`src/uiid_pkg.sv`:
```
// Package of constants and types for the identifier register bank
// Notes on behaviour
// - Vendor identifier low byte held in 8 bits; default replaceable by configuration.
// - Vendor identifier high byte held separately; both form 16-bit vendor identifier.
// - Product low byte reported as is for SuperSpeed, bit 1 inverted for 2.0.
// - Product identifier high byte held in 8 bits with replaceable default.
// - Loaded or written values used when any of the four vendor and product bytes is non-zero.
// - All-zero load falls back to non-zero one-time value, else built-in default.
// - EEPROM load abandoned, falling back to one-time value or default, unless first byte matches marker.
// - SMBus mode accepts writes only in block protocol; read-back does not depend on protocol.
package uiid_pkg;
   localparam logic [7:0] UIID_OFF_MARKER  = 8'h00;
   localparam logic [7:0] UIID_OFF_VID_LO  = 8'h01;
   localparam logic [7:0] UIID_OFF_VID_HI  = 8'h02;
   localparam logic [7:0] UIID_OFF_PID_LO  = 8'h03;
   localparam logic [7:0] UIID_OFF_PID_HI  = 8'h04;
   localparam logic [7:0] UIID_MARKER_VAL  = 8'h55;
   localparam logic [7:0] UIID_LEGACY_FLIP = 8'h02;
   // Built-in defaults; arbitrary neutral values
   localparam logic [7:0] UIID_DEF_VID_LO  = 8'h34;
   localparam logic [7:0] UIID_DEF_VID_HI  = 8'h12;
   localparam logic [7:0] UIID_DEF_PID_LO  = 8'h78;
   localparam logic [7:0] UIID_DEF_PID_HI  = 8'h56;
   typedef enum logic [1:0] {UIID_SRC_DEF, UIID_SRC_OTP, UIID_SRC_EXT} uiid_src_t;
   typedef enum logic [1:0] {UIID_IDLE, UIID_LOADING, UIID_SKIP, UIID_DONE} uiid_state_t;
endpackage

```
`src/uiid_identity_regs.sv`:
```
// Identifier register bank with source resolution after configuration load
module uiid_identity_regs
   import uiid_pkg::*;
(
   input  wire logic       clk_sys,
   input  wire logic       sys_rst,
   input  wire logic       cfgEepromMode,
   input  wire logic       cfgWrite,
   input  wire logic [7:0] cfgAddr,
   input  wire logic [7:0] cfgWrData,
   input  wire logic       cfgBlockProto,
   input  wire logic       cfgDone,
   input  wire logic [7:0] cfgRdAddr,
   output logic      [7:0] cfgRdData,
   input  wire logic [7:0] otpVidLo,
   input  wire logic [7:0] otpVidHi,
   input  wire logic [7:0] otpPidLo,
   input  wire logic [7:0] otpPidHi,
   output logic     [15:0] vendorIdentifier,
   output logic     [15:0] productIdentifierSs,
   output logic     [15:0] productIdentifierHs,
   output logic            identValid,
   output uiid_src_t       identSource
);
   uiid_state_t state;
   logic [7:0]  extVidLo, extVidHi, extPidLo, extPidHi;
   logic        firstByteSeen;

   // Writes accepted only in block protocol when on SMBus; EEPROM needs marker
   wire         busAllowed  = cfgEepromMode | cfgBlockProto;
   wire         markerWrite = cfgWrite & busAllowed & (cfgAddr == UIID_OFF_MARKER);
   wire         markerBad   = markerWrite & cfgEepromMode & (cfgWrData != UIID_MARKER_VAL);
   wire         idWrite     = cfgWrite & busAllowed & (state == UIID_LOADING)
                              & ~(cfgEepromMode & ~firstByteSeen);
   wire         extZero     = ({extVidLo, extVidHi, extPidLo, extPidHi} == 32'h0);
   wire         otpZero     = ({otpVidLo, otpVidHi, otpPidLo, otpPidHi} == 32'h0);
   wire uiid_src_t next_src = !extZero ? UIID_SRC_EXT :
                              !otpZero ? UIID_SRC_OTP : UIID_SRC_DEF;

   always_ff @(posedge clk_sys) begin
      if (sys_rst) begin
         state         <= UIID_LOADING;
         firstByteSeen <= 1'b0;
      end else begin
         case (state)
            UIID_LOADING: begin
               if (markerBad) begin
                  state <= UIID_SKIP;
               end else if (cfgDone) begin
                  state <= UIID_DONE;
               end
               if (markerWrite) begin
                  firstByteSeen <= 1'b1;
               end
            end
            UIID_SKIP: begin
               if (cfgDone) begin
                  state <= UIID_DONE;
               end
            end
            UIID_DONE: state <= UIID_DONE;
            default:   state <= UIID_LOADING;
         endcase
      end
   end

   // External staging bytes; cleared so a skipped load falls back to one-time value or defaults
   always_ff @(posedge clk_sys) begin
      if (sys_rst || markerBad) begin
         extVidLo <= 8'h00;
         extVidHi <= 8'h00;
         extPidLo <= 8'h00;
         extPidHi <= 8'h00;
      end else if (idWrite) begin
         if (cfgAddr == UIID_OFF_VID_LO) extVidLo <= cfgWrData;
         if (cfgAddr == UIID_OFF_VID_HI) extVidHi <= cfgWrData;
         if (cfgAddr == UIID_OFF_PID_LO) extPidLo <= cfgWrData;
         if (cfgAddr == UIID_OFF_PID_HI) extPidHi <= cfgWrData;
      end
   end

   // Resolution happens once; outputs frozen until reset
   always_ff @(posedge clk_sys) begin
      if (sys_rst) begin
         vendorIdentifier    <= {UIID_DEF_VID_HI, UIID_DEF_VID_LO};
         productIdentifierSs <= {UIID_DEF_PID_HI, UIID_DEF_PID_LO};
         productIdentifierHs <= {UIID_DEF_PID_HI, UIID_DEF_PID_LO ^ UIID_LEGACY_FLIP};
         identValid          <= 1'b0;
         identSource         <= UIID_SRC_DEF;
      end else if (state != UIID_DONE && cfgDone) begin
         identValid  <= 1'b1;
         identSource <= next_src;
         case (next_src)
            UIID_SRC_EXT: begin
               vendorIdentifier    <= {extVidHi, extVidLo};
               productIdentifierSs <= {extPidHi, extPidLo};
               productIdentifierHs <= {extPidHi, extPidLo ^ UIID_LEGACY_FLIP};
            end
            UIID_SRC_OTP: begin
               vendorIdentifier    <= {otpVidHi, otpVidLo};
               productIdentifierSs <= {otpPidHi, otpPidLo};
               productIdentifierHs <= {otpPidHi, otpPidLo ^ UIID_LEGACY_FLIP};
            end
            default: begin
               vendorIdentifier    <= {UIID_DEF_VID_HI, UIID_DEF_VID_LO};
               productIdentifierSs <= {UIID_DEF_PID_HI, UIID_DEF_PID_LO};
               productIdentifierHs <= {UIID_DEF_PID_HI, UIID_DEF_PID_LO ^ UIID_LEGACY_FLIP};
            end
         endcase
      end
   end

   // Read-back shows the values in use
   always_comb begin
      case (cfgRdAddr)
         UIID_OFF_VID_LO: cfgRdData = vendorIdentifier[7:0];
         UIID_OFF_VID_HI: cfgRdData = vendorIdentifier[15:8];
         UIID_OFF_PID_LO: cfgRdData = productIdentifierSs[7:0];
         UIID_OFF_PID_HI: cfgRdData = productIdentifierSs[15:8];
         default:         cfgRdData = 8'h00;
      endcase
   end

   a_legacy_flip: assert property (@(posedge clk_sys) disable iff (sys_rst)
      productIdentifierHs == (productIdentifierSs ^ {8'h00, UIID_LEGACY_FLIP}))
      else $error("legacy product low byte not flipped");
   a_bad_marker_defaults: assert property (@(posedge clk_sys) disable iff (sys_rst)
      (state == UIID_SKIP && cfgDone && otpZero) |=> vendorIdentifier ==
      {UIID_DEF_VID_HI, UIID_DEF_VID_LO})
      else $error("bad marker did not keep defaults");
   a_ext_wins: assert property (@(posedge clk_sys) disable iff (sys_rst)
      (state == UIID_LOADING && cfgDone && !extZero) |=>
      identSource == UIID_SRC_EXT && vendorIdentifier == $past({extVidHi, extVidLo}))
      else $error("external value not used");
   a_otp_fallback: assert property (@(posedge clk_sys) disable iff (sys_rst)
      (state != UIID_DONE && cfgDone && extZero && !otpZero) |=>
      identSource == UIID_SRC_OTP)
      else $error("one-time value not used");
   a_hold_stable: assert property (@(posedge clk_sys) disable iff (sys_rst)
      (state == UIID_DONE) |=> $stable(vendorIdentifier) && $stable(productIdentifierSs))
      else $error("identifier changed after resolution");
   a_no_other_proto: assert property (@(posedge clk_sys) disable iff (sys_rst)
      (cfgWrite && !cfgEepromMode && !cfgBlockProto && !markerBad) |=>
      $stable(extVidLo) && $stable(extPidHi))
      else $error("non-block protocol accepted");
   a_vid_high_load: assert property (@(posedge clk_sys) disable iff (sys_rst)
      (idWrite && cfgAddr == UIID_OFF_VID_HI && !markerBad) |=> extVidHi == $past(cfgWrData))
      else $error("vendor high byte not stored");
   a_pid_high_load: assert property (@(posedge clk_sys) disable iff (sys_rst)
      (idWrite && cfgAddr == UIID_OFF_PID_HI && !markerBad) |=> extPidHi == $past(cfgWrData))
      else $error("product high byte not stored");
   a_vid_low_read: assert property (@(posedge clk_sys) disable iff (sys_rst)
      (cfgRdAddr == UIID_OFF_VID_LO) |-> cfgRdData == vendorIdentifier[7:0])
      else $error("vendor low byte read mismatch");


   // Resolution outcome and its persistence
   a_valid_after_done: assert property (@(posedge clk_sys) disable iff (sys_rst)
      (state != UIID_DONE && cfgDone)
      |=> identValid)
      else $error("valid flag not raised after load");
   a_valid_held: assert property (@(posedge clk_sys) disable iff (sys_rst)
      identValid
      |=> identValid)
      else $error("valid flag dropped without reset");
   a_no_late_store: assert property (@(posedge clk_sys) disable iff (sys_rst)
      (state == UIID_DONE)
      |-> !idWrite)
      else $error("staging written after resolution");

   // Source selection, value by value
   a_ext_product: assert property (@(posedge clk_sys) disable iff (sys_rst)
      (state == UIID_LOADING && cfgDone && !extZero)
      |=> productIdentifierSs == $past({extPidHi, extPidLo}))
      else $error("external product value not used");
   a_ext_legacy: assert property (@(posedge clk_sys) disable iff (sys_rst)
      (state == UIID_LOADING && cfgDone && !extZero)
      |=> productIdentifierHs == $past({extPidHi, extPidLo ^ UIID_LEGACY_FLIP}))
      else $error("legacy product value not derived");
   a_otp_values: assert property (@(posedge clk_sys) disable iff (sys_rst)
      (state != UIID_DONE && cfgDone && extZero && !otpZero)
      |=> vendorIdentifier == $past({otpVidHi, otpVidLo}))
      else $error("one-time vendor value not used");
   a_def_fallback: assert property (@(posedge clk_sys) disable iff (sys_rst)
      (state != UIID_DONE && cfgDone && extZero && otpZero)
      |=> identSource == UIID_SRC_DEF && productIdentifierSs == {UIID_DEF_PID_HI, UIID_DEF_PID_LO})
      else $error("built-in default not used");

   // Marker handling; a bad marker must leave nothing staged
   a_skip_enter: assert property (@(posedge clk_sys) disable iff (sys_rst)
      (state == UIID_LOADING && markerBad)
      |=> state == UIID_SKIP)
      else $error("bad marker did not abandon load");
   a_skip_clears: assert property (@(posedge clk_sys) disable iff (sys_rst)
      markerBad
      |=> extZero)
      else $error("staging kept after bad marker");
   a_skip_no_store: assert property (@(posedge clk_sys) disable iff (sys_rst)
      (state == UIID_SKIP)
      |-> !idWrite)
      else $error("byte stored after abandoned load");
   a_marker_gate: assert property (@(posedge clk_sys) disable iff (sys_rst)
      (cfgEepromMode && !firstByteSeen)
      |-> !idWrite)
      else $error("byte stored before marker");

   // Staging of the low bytes and read-back of the high byte
   a_vid_low_load: assert property (@(posedge clk_sys) disable iff (sys_rst)
      (idWrite && cfgAddr == UIID_OFF_VID_LO && !markerBad)
      |=> extVidLo == $past(cfgWrData))
      else $error("vendor low byte not stored");
   a_pid_low_load: assert property (@(posedge clk_sys) disable iff (sys_rst)
      (idWrite && cfgAddr == UIID_OFF_PID_LO && !markerBad)
      |=> extPidLo == $past(cfgWrData))
      else $error("product low byte not stored");
   a_pid_high_read: assert property (@(posedge clk_sys) disable iff (sys_rst)
      (cfgRdAddr == UIID_OFF_PID_HI)
      |-> cfgRdData == productIdentifierSs[15:8])
      else $error("product high byte read mismatch");

   c_ext_used: cover property (@(posedge clk_sys) identSource == UIID_SRC_EXT && identValid);
   c_otp_used: cover property (@(posedge clk_sys) identSource == UIID_SRC_OTP && identValid);
   c_skip_load: cover property (@(posedge clk_sys) state == UIID_SKIP);
   c_def_used: cover property (@(posedge clk_sys)
      identSource == UIID_SRC_DEF && identValid);
   c_late_write: cover property (@(posedge clk_sys)
      state == UIID_DONE && cfgWrite);
endmodule

```
`config.mk`:
```
export PLATFORM = sky130hd
export DESIGN_NAME = uiid_identity_regs
export DESIGN_NICKNAME = d
export VERILOG_FILES = /design/src/uiid_pkg.sv /design/src/uiid_identity_regs.sv
export SDC_FILE = /design/constraint.sdc
export NUM_CORES = 1
export LEC_CHECK = 0
export BUFFER_PORTS_ARGS = -buffer_cell sky130_fd_sc_hd__buf_2
export CAP_MARGIN = 10
export CORE_MARGIN = 10
export CORE_UTILIZATION = 46
export CTS_CLUSTER_SIZE = 24
export DETAILED_ROUTE_END_ITERATION = 10
export PLACE_DENSITY = 0.77
export SYNTH_ARGS = -nofsm -noshare
export SYNTH_HDL_FRONTEND = slang
export SYNTH_SLANG_ARGS = --single-unit
export TNS_END_PERCENT = 20
```
`constraint.sdc`:
```
create_clock -name clk_sys -period 1.9 [get_ports clk_sys]
set_input_delay 0.38 -clock clk_sys [delete_from_list [all_inputs] [get_ports clk_sys]]
set_output_delay 0.38 -clock clk_sys [all_outputs]
set_load 0.02 [all_outputs]
```
==> results.cfg <==
[outcome]
status = finished, violations left
violations = negative setup slack

[sta]
fin_crit_sh = 1.20
worstMarginPinSlew_ns = 0.758
setup_tns_ns = -2.67
layout_setup_ws_ns = -0.377
slew-limit-headroom = 0.494
rsz0062_at_grt = yes
fmax_mhz = 439
setup_viol_count_final = 14
fin_skew_ns = 0.0177
drv_slew = 0
hold_viol = 0
period_needed_ns = 2.28

[routing]
vias = 4033
drtIter0Drc = 346
drtPass1Iterations = 8
vias_per_cell = 6.17
totalWireLength_mm = 13.3
drc = 0
antenna_left = 0
drt-wirelength-per-cell_um = 20.3

[floorplan]
fp.dieH_um = 109
core_um2 = 7690
dieArea_um2 = 11800
initial_utilization = 0.471
rows = 32
io_pins = 121
die_x_um = 109

[cts]
cts_tree = yes
clkLatencyLatePin_ns = 0.36
htree_levels = 3
path_clk_slew_ns = 0.09
clock_path_buffers = 2
cts_made_buffers = 9
cts-root-buf = clkbuf_8
numClockSinks = 71
cts_post_setup_buffers_inserted = 0

[power_and_ir_drop]
ir_worst_vdd_v = 0.000421
p_per_area_nw_per_um2 = 704
power_mw = 3.34
p_leak_nw = 1.98

[synthesis]
synthFlopType = dfxtp_1
seq_area_frac_synth = 0.392
yosys-top-cells-area = dfxtp_1 (39%), a21oi_1 (8.1%), o21ai_0 (5.7%)
synth_area_leader_cell = dfxtp_1
ys_ff_latch = 71
ys_async_sr_fraction = 0
yosysUniqueCellTypes = 45
synth_nets = 488
synth_common_cells = dfxtp_1 (71), a21oi_1 (59), o21ai_0 (41), nand3_1 (32)
yosysWarnings = 0
avgSynthCellArea_um2 = 8.51
syn_area_um2 = 3620
yosysMostFrequentCell = dfxtp_1
synth_top_area_share = 0.392
syn_inst = 426
synth_edf_count = 0

[final_layout]
antenna_cells = 0
stdcell_count = 654
stdcell_area_um2 = 4740
final_nets = 609
nFillCells = 686
drive_above_1_share = 0.373
area_growth_pct = 30.9
fin_util = 0.617

[place]
place_area_um2 = 4410
hpwlAfterDp_mm = 10.3
portBuffers = 120
gp_congestion = 0.898
dp.cells = 638

[critical_path]
start_kind = input pin
crit_top_cell = buf_6
cpMaxStageDelayCell = or4_4
worst_ep_arrival_time_ns = 1.90
path_cells = buf_6, or4_4, nor4_4, buf_4, a222oi_1, nand2_1, buf_6
crit_path_max_fanout = 8
endpoint_kind = output port
cp.required_ns = 1.52
critPathMaxStageDelay_ns = 0.61
path_class = in2out

[grt]
grt_use_total = 0.213
grt_antenna_before_repair = 0
grt_max_degree = 33
grt_pass1_wl_mm = 20.1
gr-total-overflow = 0
grt_pass1_vias = 3881

[run]
max_cap_viol_count = 0

[worst_hold_path]
hold_path.class = in2reg
[per-stage QoR]
stage               setup WS, ns  hold WS, ns
global route              -0.412        0.272
finish                    -0.377        0.272
floorplan                 -0.172        0.422
detailed placement        -0.402        0.440
global placement          -0.368        0.430
CTS                       -0.365        0.272
[critical path: cells and delay by family]
family,cells,cell delay [ns]
and+or+nand+nor,3,0.99
buffers and inverters,3,0.42
AOI/OAI and AO/OA,1,0.11
[final cells by class]
| class | instances | area [µm²] | area share |
|---|---|---|---|
| Sequential cell | 71 | 1420 | 0.300 |
| Multi-Input combinational cell | 291 | 1970 | 0.415 |
| Clock inverter | 7 | 71.3 | 0.0150 |
| Tap cell | 102 | 128 | 0.0269 |
| Timing Repair Buffer | 155 | 961 | 0.203 |
| Clock buffer | 9 | 124 | 0.0261 |
| Inverter | 19 | 71.3 | 0.0150 |
[sequential cells by signal, summed over array words and instances, names as in the netlist]
register             cells
extVidHi                 8
extPidLo                 8
extPidHi                 8
productIdentifierHs      1
extVidLo                 8
firstByteSeen            1
vendorIdentifier        16
productIdentifierSs     16
identSource              2
identValid               1
state                    2
[worst paths after layout]
kind | startpoint | to | depth (start not counted) | slack, ns
worst max register to register | extVidHi[5]$_SDFFE_PP0P_ | vendorIdentifier[2]$_SDFFE_PP1P_ | 5 | -0.04
worst max-delay path | cfgRdAddr[7] | cfgRdData[7] | 7 | -0.38
worst min-delay path | otpVidHi[5] | vendorIdentifier[13]$_SDFFE_PP0P_ | 3 | 0.27
worst min register to register | identSource[0]$_SDFFE_PP0P_ | identSource[0]$_SDFFE_PP0P_ | 2 | 0.45
[cell families (layout without fill, tap and decap cells)]
group | after synthesis | after routing | synth area share
flip-flops | 71 | 71 | 0.392
AO/OA/AOI/OAI | 173 | 173 | 0.304
buffers and inverters | 64 | 190 | 0.0870
multiplexers | 1 | 1 | 0.00311
AND/OR/NAND/NOR | 117 | 117 | 0.213
[power breakdown]
| group | leakage [nW] | switching, mW | total [mW] | internal (mW) |
|---|---|---|---|---|
| logic | 1.30 | 0.329 | 0.520 | 0.191 |
| registers | 0.580 | 0.0682 | 1.61 | 1.54 |
| clock network | 0.103 | 0.600 | 1.21 | 0.608 |
| total | 1.98 | 0.997 | 3.34 | 2.34 |
[cell usage in the layout (no fill, tap or decap), types with 2 or more instances in the layout]
master,count
a2111oi_0,3
a2111oi_1,4
a2111oi_2,6
a211oi_1,2
a21oi_1,59
a222oi_1,8
a22oi_1,18
and4_1,5
buf_12,3
buf_2,111
buf_4,31
buf_6,10
clkbuf_8,9
clkinv_2,3
clkinv_4,2
dfxtp_1,70
inv_1,19
nand2_1,20
nand2b_1,7
nand3_1,32
nand4_1,3
nand4bb_1,2
nor2_1,9
nor2_2,2
nor2b_1,2
nor3_1,4
nor4_1,10
nor4_2,4
nor4_4,7
o21ai_0,38
o21ai_1,4
o21ai_2,8
o31ai_1,14
[timing repair]
item                                    CTS  global route
resized for setup                        22            22
pin swaps                                12             5
endpoints found under the setup margin   29            30
hold buffers                              0             0
[layer usage]
layer  wire length (µm)  global-route usage
met4                427              0.0800
met2               6170               0.354
met5                  0                   0
met1               5210               0.254
met3               1500              0.0619
No activity file was read; power rests on OpenSTA's default activity.
